`config.mk`:
```
export PLATFORM = sky130hd
export DESIGN_NAME = cit_sequencer
export DESIGN_NICKNAME = d
export VERILOG_FILES = /design/src/shared/cit_pkg.sv /design/src/rtl/cit_sequencer.sv
export SDC_FILE = /design/constraint.sdc
export NUM_CORES = 1
export LEC_CHECK = 0
export BUFFER_PORTS_ARGS = -buffer_cell sky130_fd_sc_hd__buf_2
export CORE_MARGIN = 2
export CORE_UTILIZATION = 51
export CTS_CLUSTER_SIZE = 25
export DETAILED_ROUTE_END_ITERATION = 6
export PLACE_DENSITY = 0.77
export SYNTH_ARGS = -nofsm -noshare
export SYNTH_HDL_FRONTEND = slang
export SYNTH_SLANG_ARGS = --single-unit
```
`constraint.sdc`:
```
create_clock -name sys_clk -period 2.7 [get_ports sys_clk]
set_input_delay 0.27 -clock sys_clk [delete_from_list [all_inputs] [get_ports sys_clk]]
set_output_delay 0.27 -clock sys_clk [all_outputs]
set_load 0.01 [all_outputs]
```
`src/shared/cit_pkg.sv`:
```
/*
 * types and constants shared by the instruction timing sequencer:
 * the decoded timing record and the byte and cycle counts it holds.
 * assumes one system clock; every cycle count is in cycles of that clock.
 */
package cit_pkg;

    // ------------------------------------------------------------
    // instruction lengths in program bytes
    // ------------------------------------------------------------
    localparam logic [1:0] LEN_1 = 2'h1;
    localparam logic [1:0] LEN_2 = 2'h2;
    localparam logic [1:0] LEN_3 = 2'h3;

    // ------------------------------------------------------------
    // execution times in system clock cycles
    // ------------------------------------------------------------
    localparam logic [3:0] CYC_1 = 4'h1;
    localparam logic [3:0] CYC_2 = 4'h2;
    localparam logic [3:0] CYC_3 = 4'h3;
    localparam logic [3:0] CYC_4 = 4'h4;
    localparam logic [3:0] CYC_8 = 4'h8;

    // extra cycle a conditional branch spends when the jump is taken
    localparam logic [3:0] CYC_TAKEN_EXTRA = 4'h1;

    // ------------------------------------------------------------
    // decoded timing record
    // ------------------------------------------------------------
    typedef struct packed {
        logic [1:0] len;
        logic [3:0] cycles;
        logic       cond_branch;
        logic       known;
    } cit_timing_type;

    localparam cit_timing_type TIMING_RESET = '{
        len: 2'h0, cycles: 4'h0, cond_branch: 1'b0, known: 1'b0
    };

endpackage

```
`src/rtl/cit_sequencer.sv`:
```
/*
 * instruction length decode and execution timing sequencer.
 * an opcode offered on the fetch port is decoded into its byte
 * length and cycle count; the fetch port then stays closed until
 * that many system clock cycles have passed.
 * assumes the fetch source holds opcode and branch_taken stable
 * while fetch_valid is high, and resolves branch_taken for a
 * conditional branch by the cycle the opcode is offered.
 */
`timescale 1ns/100ps

module cit_sequencer
    import cit_pkg::*;
(
    input  wire logic           sys_clk,
    input  wire logic           rstn,
    input  wire logic           fetch_valid,
    input  wire logic [7:0]     fetch_opcode,
    input  wire logic           branch_taken,
    output wire logic           fetch_ready,
    output wire logic           exec_busy,
    output logic                exec_done,
    output cit_timing_type      instr_timing
);

    // ------------------------------------------------------------
    // opcode decode
    // ------------------------------------------------------------
    function automatic cit_timing_type mk(
        input logic [1:0] len,
        input logic [3:0] cyc
    );
        cit_timing_type t;
        t.len         = len;
        t.cycles      = cyc;
        t.cond_branch = 1'b0;
        t.known       = 1'b1;
        return t;
    endfunction

    // unlisted opcodes (program branching and the rest) come back
    // as one byte, one cycle with known low so the core can flag them
    function automatic cit_timing_type cit_decode(input logic [7:0] op);
        cit_timing_type t;
        t = TIMING_RESET;
        t.len    = LEN_1;
        t.cycles = CYC_1;
        casez (op)
            8'h00, 8'hA5:
                t = mk(LEN_1, CYC_1);
            8'hA3, 8'hD4:
                t = mk(LEN_1, CYC_1);
            8'hA4:
                t = mk(LEN_1, CYC_4);
            8'h84:
                t = mk(LEN_1, CYC_8);
            8'h03, 8'h13, 8'h23, 8'h33,
            8'hC4, 8'hE4, 8'hF4:
                t = mk(LEN_1, CYC_1);
            8'h04, 8'h14:
                t = mk(LEN_1, CYC_1);
            8'hB3, 8'hC3, 8'hD3:
                t = mk(LEN_1, CYC_1);
            8'hB2, 8'hC2, 8'hD2:
                t = mk(LEN_2, CYC_2);
            8'h42, 8'h52, 8'h62:
                t = mk(LEN_2, CYC_2);
            8'h43, 8'h53, 8'h63:
                t = mk(LEN_3, CYC_3);
            8'h40, 8'h50: begin
                t = mk(LEN_2, CYC_2);
                t.cond_branch = 1'b1;
            end
            8'h90:
                t = mk(LEN_3, CYC_3);
            8'h83, 8'h93:
                t = mk(LEN_1, CYC_3);
            8'hE0, 8'hE2, 8'hE3,
            8'hF0, 8'hF2, 8'hF3:
                t = mk(LEN_1, CYC_3);
            8'hC0, 8'hD0:
                t = mk(LEN_2, CYC_2);
            8'hD6, 8'hD7:
                t = mk(LEN_1, CYC_2);
            8'h85, 8'h75:
                t = mk(LEN_3, CYC_3);
            8'hF6, 8'hF7:
                t = mk(LEN_1, CYC_2);
            8'h76, 8'h77, 8'h86, 8'h87,
            8'hA6, 8'hA7:
                t = mk(LEN_2, CYC_2);
            8'b1010_1???:
                t = mk(LEN_2, CYC_2);
            8'b0111_1???, 8'b1000_1???:
                t = mk(LEN_2, CYC_2);
            8'b1100_1???, 8'b1110_1???,
            8'b1111_1???:
                t = mk(LEN_1, CYC_1);
            8'hC5, 8'hE5, 8'hF5:
                t = mk(LEN_2, CYC_2);
            8'hC6, 8'hC7, 8'hE6, 8'hE7:
                t = mk(LEN_1, CYC_2);
            8'b0???0100, 8'h94:
                t = mk(LEN_2, CYC_2);
            8'b0???0101, 8'h95:
                t = mk(LEN_2, CYC_2);
            8'b0???011?, 8'b1001011?:
                t = mk(LEN_1, CYC_2);
            8'b0???_1???, 8'b1001_1???:
                t = mk(LEN_1, CYC_1);
            default:
                t.known = 1'b0;
        endcase
        return t;
    endfunction

    // ------------------------------------------------------------
    // decode and effective cycle count
    // ------------------------------------------------------------
    typedef enum logic { ST_IDLE, ST_EXEC } cit_state_type;

    cit_state_type  state;
    logic [3:0]     left;
    cit_timing_type dec;
    logic [3:0]     dec_cycles;
    logic [3:0]     eff_cycles;
    logic           accept;
    logic           next_done;
    logic           last_exec;

    assign dec        = cit_decode(fetch_opcode);
    assign dec_cycles = dec.cycles;

    // a taken branch runs one cycle longer than an untaken one
    assign eff_cycles = (dec.cond_branch && branch_taken)
                        ? 4'(dec_cycles + CYC_TAKEN_EXTRA)
                        : dec_cycles;

    // fetch is closed while an instruction still owns cycles
    assign fetch_ready = (state == ST_IDLE);
    assign exec_busy   = (state == ST_EXEC);
    assign accept      = fetch_valid && fetch_ready;
    assign last_exec   = exec_busy && (left == CYC_1);
    assign next_done   = (accept && eff_cycles == CYC_1) || last_exec;

    // ------------------------------------------------------------
    // sequencer
    // ------------------------------------------------------------
    // the cycle of acceptance is the first execution cycle, so the
    // counter holds what remains after it
    always_ff @(posedge sys_clk) begin
        if (!rstn) begin
            state        <= ST_IDLE;
            left         <= 4'h0;
            exec_done    <= 1'b0;
            instr_timing <= TIMING_RESET;
        end else begin
            exec_done <= next_done;
            unique case (state)
                ST_IDLE: begin
                    if (accept) begin
                        instr_timing        <= dec;
                        instr_timing.cycles <= eff_cycles;
                        left  <= 4'(eff_cycles - CYC_1);
                        state <= (eff_cycles == CYC_1) ? ST_IDLE : ST_EXEC;
                    end
                end
                ST_EXEC: begin
                    left <= 4'(left - CYC_1);
                    if (left == CYC_1) begin
                        state <= ST_IDLE;
                    end
                end
            endcase
        end
    end

    logic [3:0] op_hi;
    logic       alu_row;
    logic       alu_rn;
    logic       alu_ind;
    logic       alu_imm;
    logic       xdata_op;
    logic       acc_only;

    assign op_hi    = fetch_opcode[7:4];
    assign alu_row  = (op_hi inside {4'h2, 4'h3, 4'h4, 4'h5, 4'h6, 4'h9});
    assign alu_rn   = alu_row && fetch_opcode[3];
    assign alu_ind  = alu_row && (fetch_opcode[3:1] == 3'h3);
    assign alu_imm  = alu_row && (fetch_opcode[3:0] == 4'h4);
    assign xdata_op = (fetch_opcode inside {8'hE0, 8'hE2, 8'hE3,
                                            8'hF0, 8'hF2, 8'hF3});
    assign acc_only = (fetch_opcode inside {8'h03, 8'h13, 8'h23, 8'h33,
                                            8'hC4, 8'hE4, 8'hF4});
endmodule // cit_sequencer

```
* Word-level counts from Yosys, hierarchy flattened
Cells that the tools add are included.
** Cells by class
- $add $sub $neg :: 3
- $mul :: 0
- Div/mod/pow operators :: 0
- $lt $le $gt $ge :: 0
- Eq/ne operators :: 75
- Shifts and indexed selects :: 0
- Muxes and demuxes :: 11
- Bitwise gates (word level) :: 1
- Reduce and logical (&&, ||, !) cells :: 17
** Operators by type and width (count)
- 8-bit == test (second input constant) :: 43
- 8-bit by 7-bit == test with 1-bit output (second input constant) :: 11
- 65-bit OR reduction :: 1
- 7-bit one-hot mux with 8 select lines :: 1
- 5-bit == test (second input constant) :: 6
- 8-bit OR reduction :: 3
- 20-bit OR reduction :: 1
- 19-bit OR reduction :: 1
- 8-bit by 5-bit == test with 1-bit output (second input constant) :: 2
- 8-bit by 6-bit == test with 1-bit output (second input constant) :: 2
- 7-bit one-hot mux with 2 select lines :: 1
- 5-bit by 3-bit == test with 1-bit output (second input constant) :: 2
- 4-bit by 1-bit == test with 1-bit output (second input constant) :: 2
- 8-bit by 2-bit == test with 1-bit output (second input constant) :: 1
- 8-bit by 3-bit == test with 1-bit output (second input constant) :: 1
- 8-bit zero test :: 1
- 4-bit 2-to-1 mux :: 2
- 4-bit one-hot mux with 2 select lines :: 1
- 4-bit by 1-bit subtractor with 4-bit output (second input constant) :: 2
- 7-bit == test (second input constant) :: 1
- 6-bit OR reduction :: 1
- 5-bit by 4-bit == test with 1-bit output (second input constant) :: 1
- 1-bit 2-to-1 mux :: 5
- 4-bit by 1-bit adder with 4-bit output (second input constant) :: 1
- 10 further kinds :: 14
** Word-level totals
- Register bits :: 14
- Bits in latches :: 0
- RAM bits :: 0
- Bits in read-only memories :: 0
- Input port bits :: 12
- Output and inout port bits :: 11
- Logic and storage cells :: 114
- Memories :: 0

* Longest topological paths before layout
Gate-level depths: netlist of run 1.
- Depth after elaboration :: 10
- Mapped depth :: 16
- Depth with buffers taken out :: 14

* Least setup slack after synthesis of run 1
OpenSTA, ideal clock, no wires.
- Path type :: input to register
- Start :: input fetch_opcode[1]
- End :: register left[1]
- Setup time :: 0.060 ns
- Data arrival time :: 2.790 ns
- Data required time :: 2.640 ns
- Slack :: -0.150 ns
- Stages on the path :: 16
- Path buffers :: 2
- Cells stage by stage :: buf_4 -> clkbuf_1 -> nor2b_1 -> o211a_1 -> a211o_1 -> nor3_1 -> nor2b_1 -> nand2_1 -> ha_1 -> or2_2 -> nand2_1 -> ha_1 -> nand2_1 -> o211ai_1 -> o21ai_0 -> and2_1
** On the way
- Longest elaborated chain between the ends :: 9
- Elaborated cells between the ends (all ways) :: 81
- Those cells by class :: add/sub: 2; eq/ne: 64; mux: 5; reduce/logical: 10
** RTL lines
- from (decl) :: line cit_sequencer.sv:18 : input wire logic [7:0] fetch_opcode,
- 8-bit == test (tied with other cells) :: line cit_sequencer.sv:48 : casez (op)
- 4-bit OR reduction (no source line) / 2-bit OR reduction (equally long branches)
- 7-bit one-hot mux with 2 select lines :: line cit_sequencer.sv:48
- 7-bit one-hot mux with 8 select lines (*) :: line cit_sequencer.sv:48
- 4-bit by 1-bit adder with 4-bit output :: line cit_sequencer.sv:136 : ? 4'(dec_cycles + CYC_TAKEN_EXTRA)
- 4-bit 2-to-1 mux (*) :: line cit_sequencer.sv:136
- 4-bit by 1-bit subtractor with 4-bit output (*) :: line cit_sequencer.sv:164 : left <= 4'(eff_cycles - CYC_1);
- 4-bit 2-to-1 mux (*) :: line cit_sequencer.sv:161 : if (accept) begin
- 4-bit one-hot mux with 2 select lines (*) :: line cit_sequencer.sv:159 : unique case (state)
- to (signal assigned) :: line cit_sequencer.sv:164
- to (signal assigned) :: line cit_sequencer.sv:169 : left <= 4'(left - CYC_1);
- to (decl) :: line cit_sequencer.sv:123 : logic [3:0] left;
Every way passes the cells marked *; elsewhere a longest branch is shown, timed or not. The select of a mux whose other input is x is not followed.
A chain may end at the register's enable or synchronous reset.

* Worst setup path after layout of run 1
- Start :: input fetch_opcode[4]
- End :: register left[1]
** On the way
- Longest elaborated chain between the ends :: 9
- Elaborated cells between the ends (all ways) :: 84
- Those cells by class :: add/sub: 2; eq/ne: 67; mux: 5; reduce/logical: 10
** RTL lines (line)
- 8-bit == test / 7-bit == test (equally long branches) :: cit_sequencer.sv:48
- 4-bit OR reduction (no source line) / 2-bit OR reduction (equally long branches)
- 7-bit one-hot mux with 2 select lines :: cit_sequencer.sv:48
- 7-bit one-hot mux with 8 select lines (*) :: cit_sequencer.sv:48
- 4-bit by 1-bit adder with 4-bit output :: cit_sequencer.sv:136
- 4-bit 2-to-1 mux (*) :: cit_sequencer.sv:136
- 4-bit by 1-bit subtractor with 4-bit output (*) :: cit_sequencer.sv:164
- 4-bit 2-to-1 mux (*) :: cit_sequencer.sv:161
- 4-bit one-hot mux with 2 select lines (*) :: cit_sequencer.sv:159
Marks and branches as above.

==> metrics, run 1 <==
status complete, no violations; YS warnings 0; initial drt markers 121; Starting Density 0.546; area leader, netlist dfxtp_1; Core Area 0.00252 mm2; TritonCTS Buffers 3; Leak Pwr 0.888 nW; Tot GR Track Use 0.262; CP Class input pin to flip-flop; antenna violations before repair 0; synth top area cells dfxtp_1 (20%), nand2_1 (4.6%), ha_1 (4.5%); Die H 56.0 um; CTS Buffer Depth 2; final hold viol count 0; max_slew headroom 0.637; worst slack at placement -0.215 ns; fraction of layout cells with a size suffix above 1 0.356; post-synthesis register bit count 14; Die ar. 0.00313 mm2; Crit path required time 2.94 ns; Worst setup SP type input pin; Hold Crit Class input pin to flip-flop; PortBufs 22; min cycle time layout 2.57 ns; Synth top area share 0.204; later-pin clock latency in the skew report 0.29 ns; Sink Count 14; Core Util, Final 0.738; r2r startpoint exec_busy$_SDFF_PN0_; final RePlAce weighted congestion 1.00; Synth Area per Inst 7.40 um2; reg2reg setup slack 1.08 ns; post-route setup slack 0.134 ns; htree depth 1; worst slew pin tran 0.544 ns; average vias per placed instance 6.27; num rows 18; post-route ant nets 0; Distinct cells, synth 55; Area growth syn-to-layout 35.3%; max-slew violation count 0; Post-synth ARST share 0; maximum fanout along the worst path 9; pwr dens 362 mW/mm2; critical path launch point fetch_opcode[4]; CTS hold repair buffers 0; HPWL after DPL 3060 um; Max Cap Viol 0; remaining global-route overflow 0; number of flops mapped to enable cells by yosys 0; critical path endpoint left[1]$_SDFFE_PN0P_; Fill cells 201; Worst R2R Path Depth 6; final setup fails 0; setup TNS 0 ns; final WL 4140 um; largest net degree at the start of global routing 18; syn_nets 203; CTS tree done; Clock transition at path regs 0.09 ns; period utilization 0.950; DR DRC count 0; main flop type after synthesis dfxtp_1; Reg2Reg Capture Point instr_timing[0]$_SDFFE_PN0P_; WP data arrival 2.81 ns; first-pass detailed-route iteration total 5; fmax 390 MHz; Post-Syn Instances 186; CP Capture Type flip-flop; DR WL/cell 15.4 um; die width 56.0 um; vias in the first global route 1599; sequential element share of the synthesized area 0.204; root buffer selected by CTS clkbuf_4; Final nets 257; first-pass GRT wire length 6800 um; diode count 0; Post-Route Skew 0.00950 ns; Post-Syn Area 0.00138 mm2; Peak VDD IR 0.431 mV; Vias 1687; Hold Path Depth 3; I/O pin total 23
-- cell usage after synthesis (all sizes together), types with 4 or more instances --
| cell | count |
|---|---|
| nor4bb | 4 |
| nand3 | 7 |
| and4b | 4 |
| o21ai | 11 |
| nor2b | 7 |
| nand2 | 17 |
| a21oi | 6 |
| ha | 5 |
| nor2 | 11 |
| and2 | 5 |
| dfxtp | 14 |
| nor3 | 9 |
| inv | 8 |
| clkbuf | 9 |
| buf | 6 |
| nand2b | 5 |
| a31oi | 4 |
| or2 | 4 |
| nand4 | 6 |
-- worst min path at each step --
stage,start,end
global placement,instr_timing[1]$_SDFFE_PN0P_,instr_timing[1]$_SDFFE_PN0P_
CTS,fetch_valid,exec_busy$_SDFF_PN0_
finish,fetch_valid,exec_busy$_SDFF_PN0_
floorplan,rstn,instr_timing[0]$_SDFFE_PN0P_
global route,rstn,left[3]$_SDFFE_PN0P_
detailed placement,instr_timing[1]$_SDFFE_PN0P_,instr_timing[1]$_SDFFE_PN0P_
-- power by group --
| group | internal, W | switching [W] |
|---|---|---|
| combinational | 0.000133 | 0.000141 |
| clock | 0.0000823 | 0.0000716 |
| sequential | 0.000228 | 0.0000180 |
| total | 0.000443 | 0.000231 |
-- registers in the layout (all words and copies together), names as in the netlist --
name and count:
left 4, exec_busy 1, instr_timing 8, exec_done 1
-- layer usage --
metal	GRT usage	wire length [um]	vias up
li1	-	-	797
met3	0.0186	280	11
met5	0	0	-
met4	0.119	60	0
met1	0.317	1690	787
met2	0.469	2110	92
-- logic make-up after synthesis --
family | after synthesis | synth area share
AND/OR/NAND/NOR | 96 | 0.414
AO/OA/AOI/OAI | 45 | 0.240
buffers and inverters | 23 | 0.0773
flip-flops | 14 | 0.204
adder cells (fa/ha/maj) | 5 | 0.0455
XOR/XNOR | 2 | 0.0127
multiplexers | 1 | 0.00727
-- through the flow --
step	hold WS, ns	total power (W)	cells	instance area (um2)
final	0.333	0.000674	269	1860
after global routing	0.377	0.000716	269	1860
after CTS	0.324	0.000657	266	1800
after detailed placement	0.454	0.000505	262	1760
after global placement	0.449	0.000493	262	1760
after floorplan	0.408	0.000408	186	1410
-- cell type report --
cell class / count / area, um2 / share of cell area
Tap cell: 30 / 37.5 / 0.0202
Sequential cell: 14 / 280 / 0.151
Multi-Input combinational cell: 149 / 1040 / 0.558
Clock buffer: 4 / 36.3 / 0.0195
Inverter: 8 / 30.0 / 0.0161
Timing Repair Buffer: 64 / 439 / 0.236
-- what timing repair did --
action / 4_1_cts / 5_1_grt
setup buffers: 0 / 3
endpoints found under the setup margin: 0 / 3
gates resized for setup: 0 / 11
-- critical path: stages --
cell      delay, ns
buf_2          0.13
buf_4          0.17
nor2_1         0.25
nand4_1        0.13
a311o_1        0.34
a31oi_1        0.19
nand3_1        0.14
ha_1           0.31
or2_4          0.24
nand2_2        0.07
ha_1           0.22
nand2_1        0.06
o211ai_1       0.08
o21ai_1        0.07
and2_1         0.13
-- layout by cell type (no fill, tap or decap), drive strengths merged, types with 3 or more instances in the layout --
master   n
nor2b    7
inv      8
clkbuf   5
nand3    7
nor4b    3
o211a    3
a21oi    6
and2     5
buf     63
a31oi    4
dfxtp   14
nor2    11
o21ai   11
nor3     9
nand4    6
ha       5
nand2   17
nand2b   5
and4b    4
nor4bb   4
or2      4
Power figures use the tool's default switching activity.
==> run 2: changes to the inputs <==
- CORE_UTILIZATION: 51 -> 25
- PLACE_DENSITY: 0.77 -> 0.43
- clock period: 2.7 -> 2.8 ns (I/O delays scaled with it)
==> run 2 against run 1 <==
Net effect: wire length up 4.6%; critical endpoint unchanged; flip-flop and latch count unchanged; sequential power down 3%; clock power is 27% higher.
==> metrics, run 2 (synthesized netlist as in run 1, its figures left out) <==
status complete, no violations; WP data arrival 2.77 ns; Peak VDD IR 0.174 mV; CP peak stage delay 0.38 ns; RSZ-0062 raised after global routing no; fmax 387 MHz; CP Capture Type flip-flop; Clock transition at path regs 0.06 ns; Switching Fraction 0.320; max-slew violation count 0; final WL 4330 um; CTS Buffer Depth 2; Final Instance Area 0.00204 mm2; P_int 0.000480 W; most frequent cells in the layout buf_4 (50), buf_2 (19), nand2_1 (16), dfxtp_1 (14), o21ai_0 (10); Crit path top cell by count ha_1; Crit path required time 2.99 ns; CP Class input pin to flip-flop; Hold Path Depth 3; fraction of layout cells with a size suffix above 1 0.402; pwr dens 346 mW/mm2; non-filler cells, final 318; final setup fails 0; Post-Route Skew 0.00240 ns; sw power 0.000226 W; DR WL/cell 13.6 um; Vias 1569; Final nets 264; diode count 0; htree depth 1; Tot GR Track Use 0.148; first-pass detailed-route iteration total 4; Sink Count 14; Max Cap Viol 0; largest net degree at the start of global routing 18; num rows 27; CP cell instances buf_2 > buf_4 > or3_4 > a311o_1 > a31oi_1 > nand3_1 > ha_1 > or2_4 > nand2_2 > ha_1 > nand2_1 > o211ai_1 > o21ai_1 > and2_1; Worst setup SP type input pin; Area growth syn-to-layout 48.1%; maximum fanout along the worst path 5; antenna violations before repair 0; period utilization 0.924; final RePlAce weighted congestion 0.814; vias in the first global route 1540; PortBufs 22; root buffer selected by CTS clkbuf_8; TritonCTS Buffers 3; max_slew headroom 0.683; DR DRC count 0; HPWL after DPL 3420 um; Die H 78.2 um; Gate power share 0.386; post-route ant nets 0; Core Area 0.00541 mm2; Clk pwr share 0.278; Most flops, register instr_timing; initial drt markers 34; Starting Density 0.255; Die ar. 0.00611 mm2; Slowest-stage cell, CP a311o_1; remaining global-route overflow 0; min cycle time layout 2.59 ns; average vias per placed instance 4.93; Reg power frac 0.337; worst slew pin tran 0.469 ns; later-pin clock latency in the skew report 0.24 ns; commonest non-fill, non-tap cell in the layout buf_4; CTS hold repair buffers 0; I/O pin total 23; Leak Pwr 0.941 nW; Worst R2R Path Depth 6; Top Registers instr_timing: 8 flops, left: 4 flops; final hold viol count 0; first-pass GRT wire length 7350 um; die width 78.2 um; Hold Crit Class input pin to flip-flop; placed instance area 0.00187 mm2; max reg flops 8; CTS tree done; Cells after DPL 312
==> run 2: changes by cell type in the layout (fill, tap and decap cells not counted), sizes merged <==
cell,delta
clkbuf,-1
buf,+8
==> run 2: worst paths after layout <==
path	slack [ns]	endpoint	from
min	0.40	exec_busy$_SDFF_PN0_	rstn
max reg2reg	1.17	instr_timing[0]$_SDFFE_PN0P_	exec_busy$_SDFF_PN0_
min reg2reg	0.46	instr_timing[1]$_SDFFE_PN0P_	instr_timing[1]$_SDFFE_PN0P_
max	0.21	left[1]$_SDFFE_PN0P_	fetch_opcode[0]
==> run 2: layer usage <==
metal / part of all wire / track usage
met1: 0.47 / 0.188
met2: 0.48 / 0.259
met3: 0.025 / 0.0161
met4: 0.017 / 0.0544
met5: 0 / 0
==> run 2: cell type report <==
class,instances,area (um2)
fill,595,3370
multi-input combinational,149,1080
timing repair buffer,71,502
sequential,14,280
tap,72,90.1
clock buffer,4,55.1
inverter,8,30.0
==> run 2: power groups by stage <==
stage               Clock [W]  Sequential, W  Combinational (W)
global route         0.000211       0.000242           0.000305
floorplan                   0       0.000241           0.000147
global placement            0       0.000242           0.000252
detailed placement          0       0.000243           0.000252
CTS                  0.000204       0.000238           0.000254
finish               0.000196       0.000238           0.000272
==> run 2: repair_timing <==
item	4_1_cts	5_1_grt
hold endpoints to repair	0	0
setup endpoints to repair	0	4
gates resized for setup	0	28
setup buffers	0	2
==> run 2: through the flow <==
step | power, W | hold slack, ns | setup WS [ns] | setup TNS (ns) | util
after global placement | 0.000494 | 0.453 | -0.210 | -0.591 | 0.346
after detailed placement | 0.000494 | 0.459 | -0.215 | -0.583 | 0.346
after floorplan | 0.000388 | 0.418 | 0.0129 | 0 | -
after global routing | 0.000758 | 0.422 | 0.00132 | 0 | 0.377
final | 0.000706 | 0.401 | 0.214 | 0 | 0.377
after CTS | 0.000696 | 0.399 | 0.0223 | 0 | 0.356
==> run 2: worst max-delay path, delay by kind of cell <==
kind	cells	cell delay [ns]
fa+ha+maj	2	0.53
compound gates	4	0.68
simple gates	6	1.00
buf+inv	2	0.28
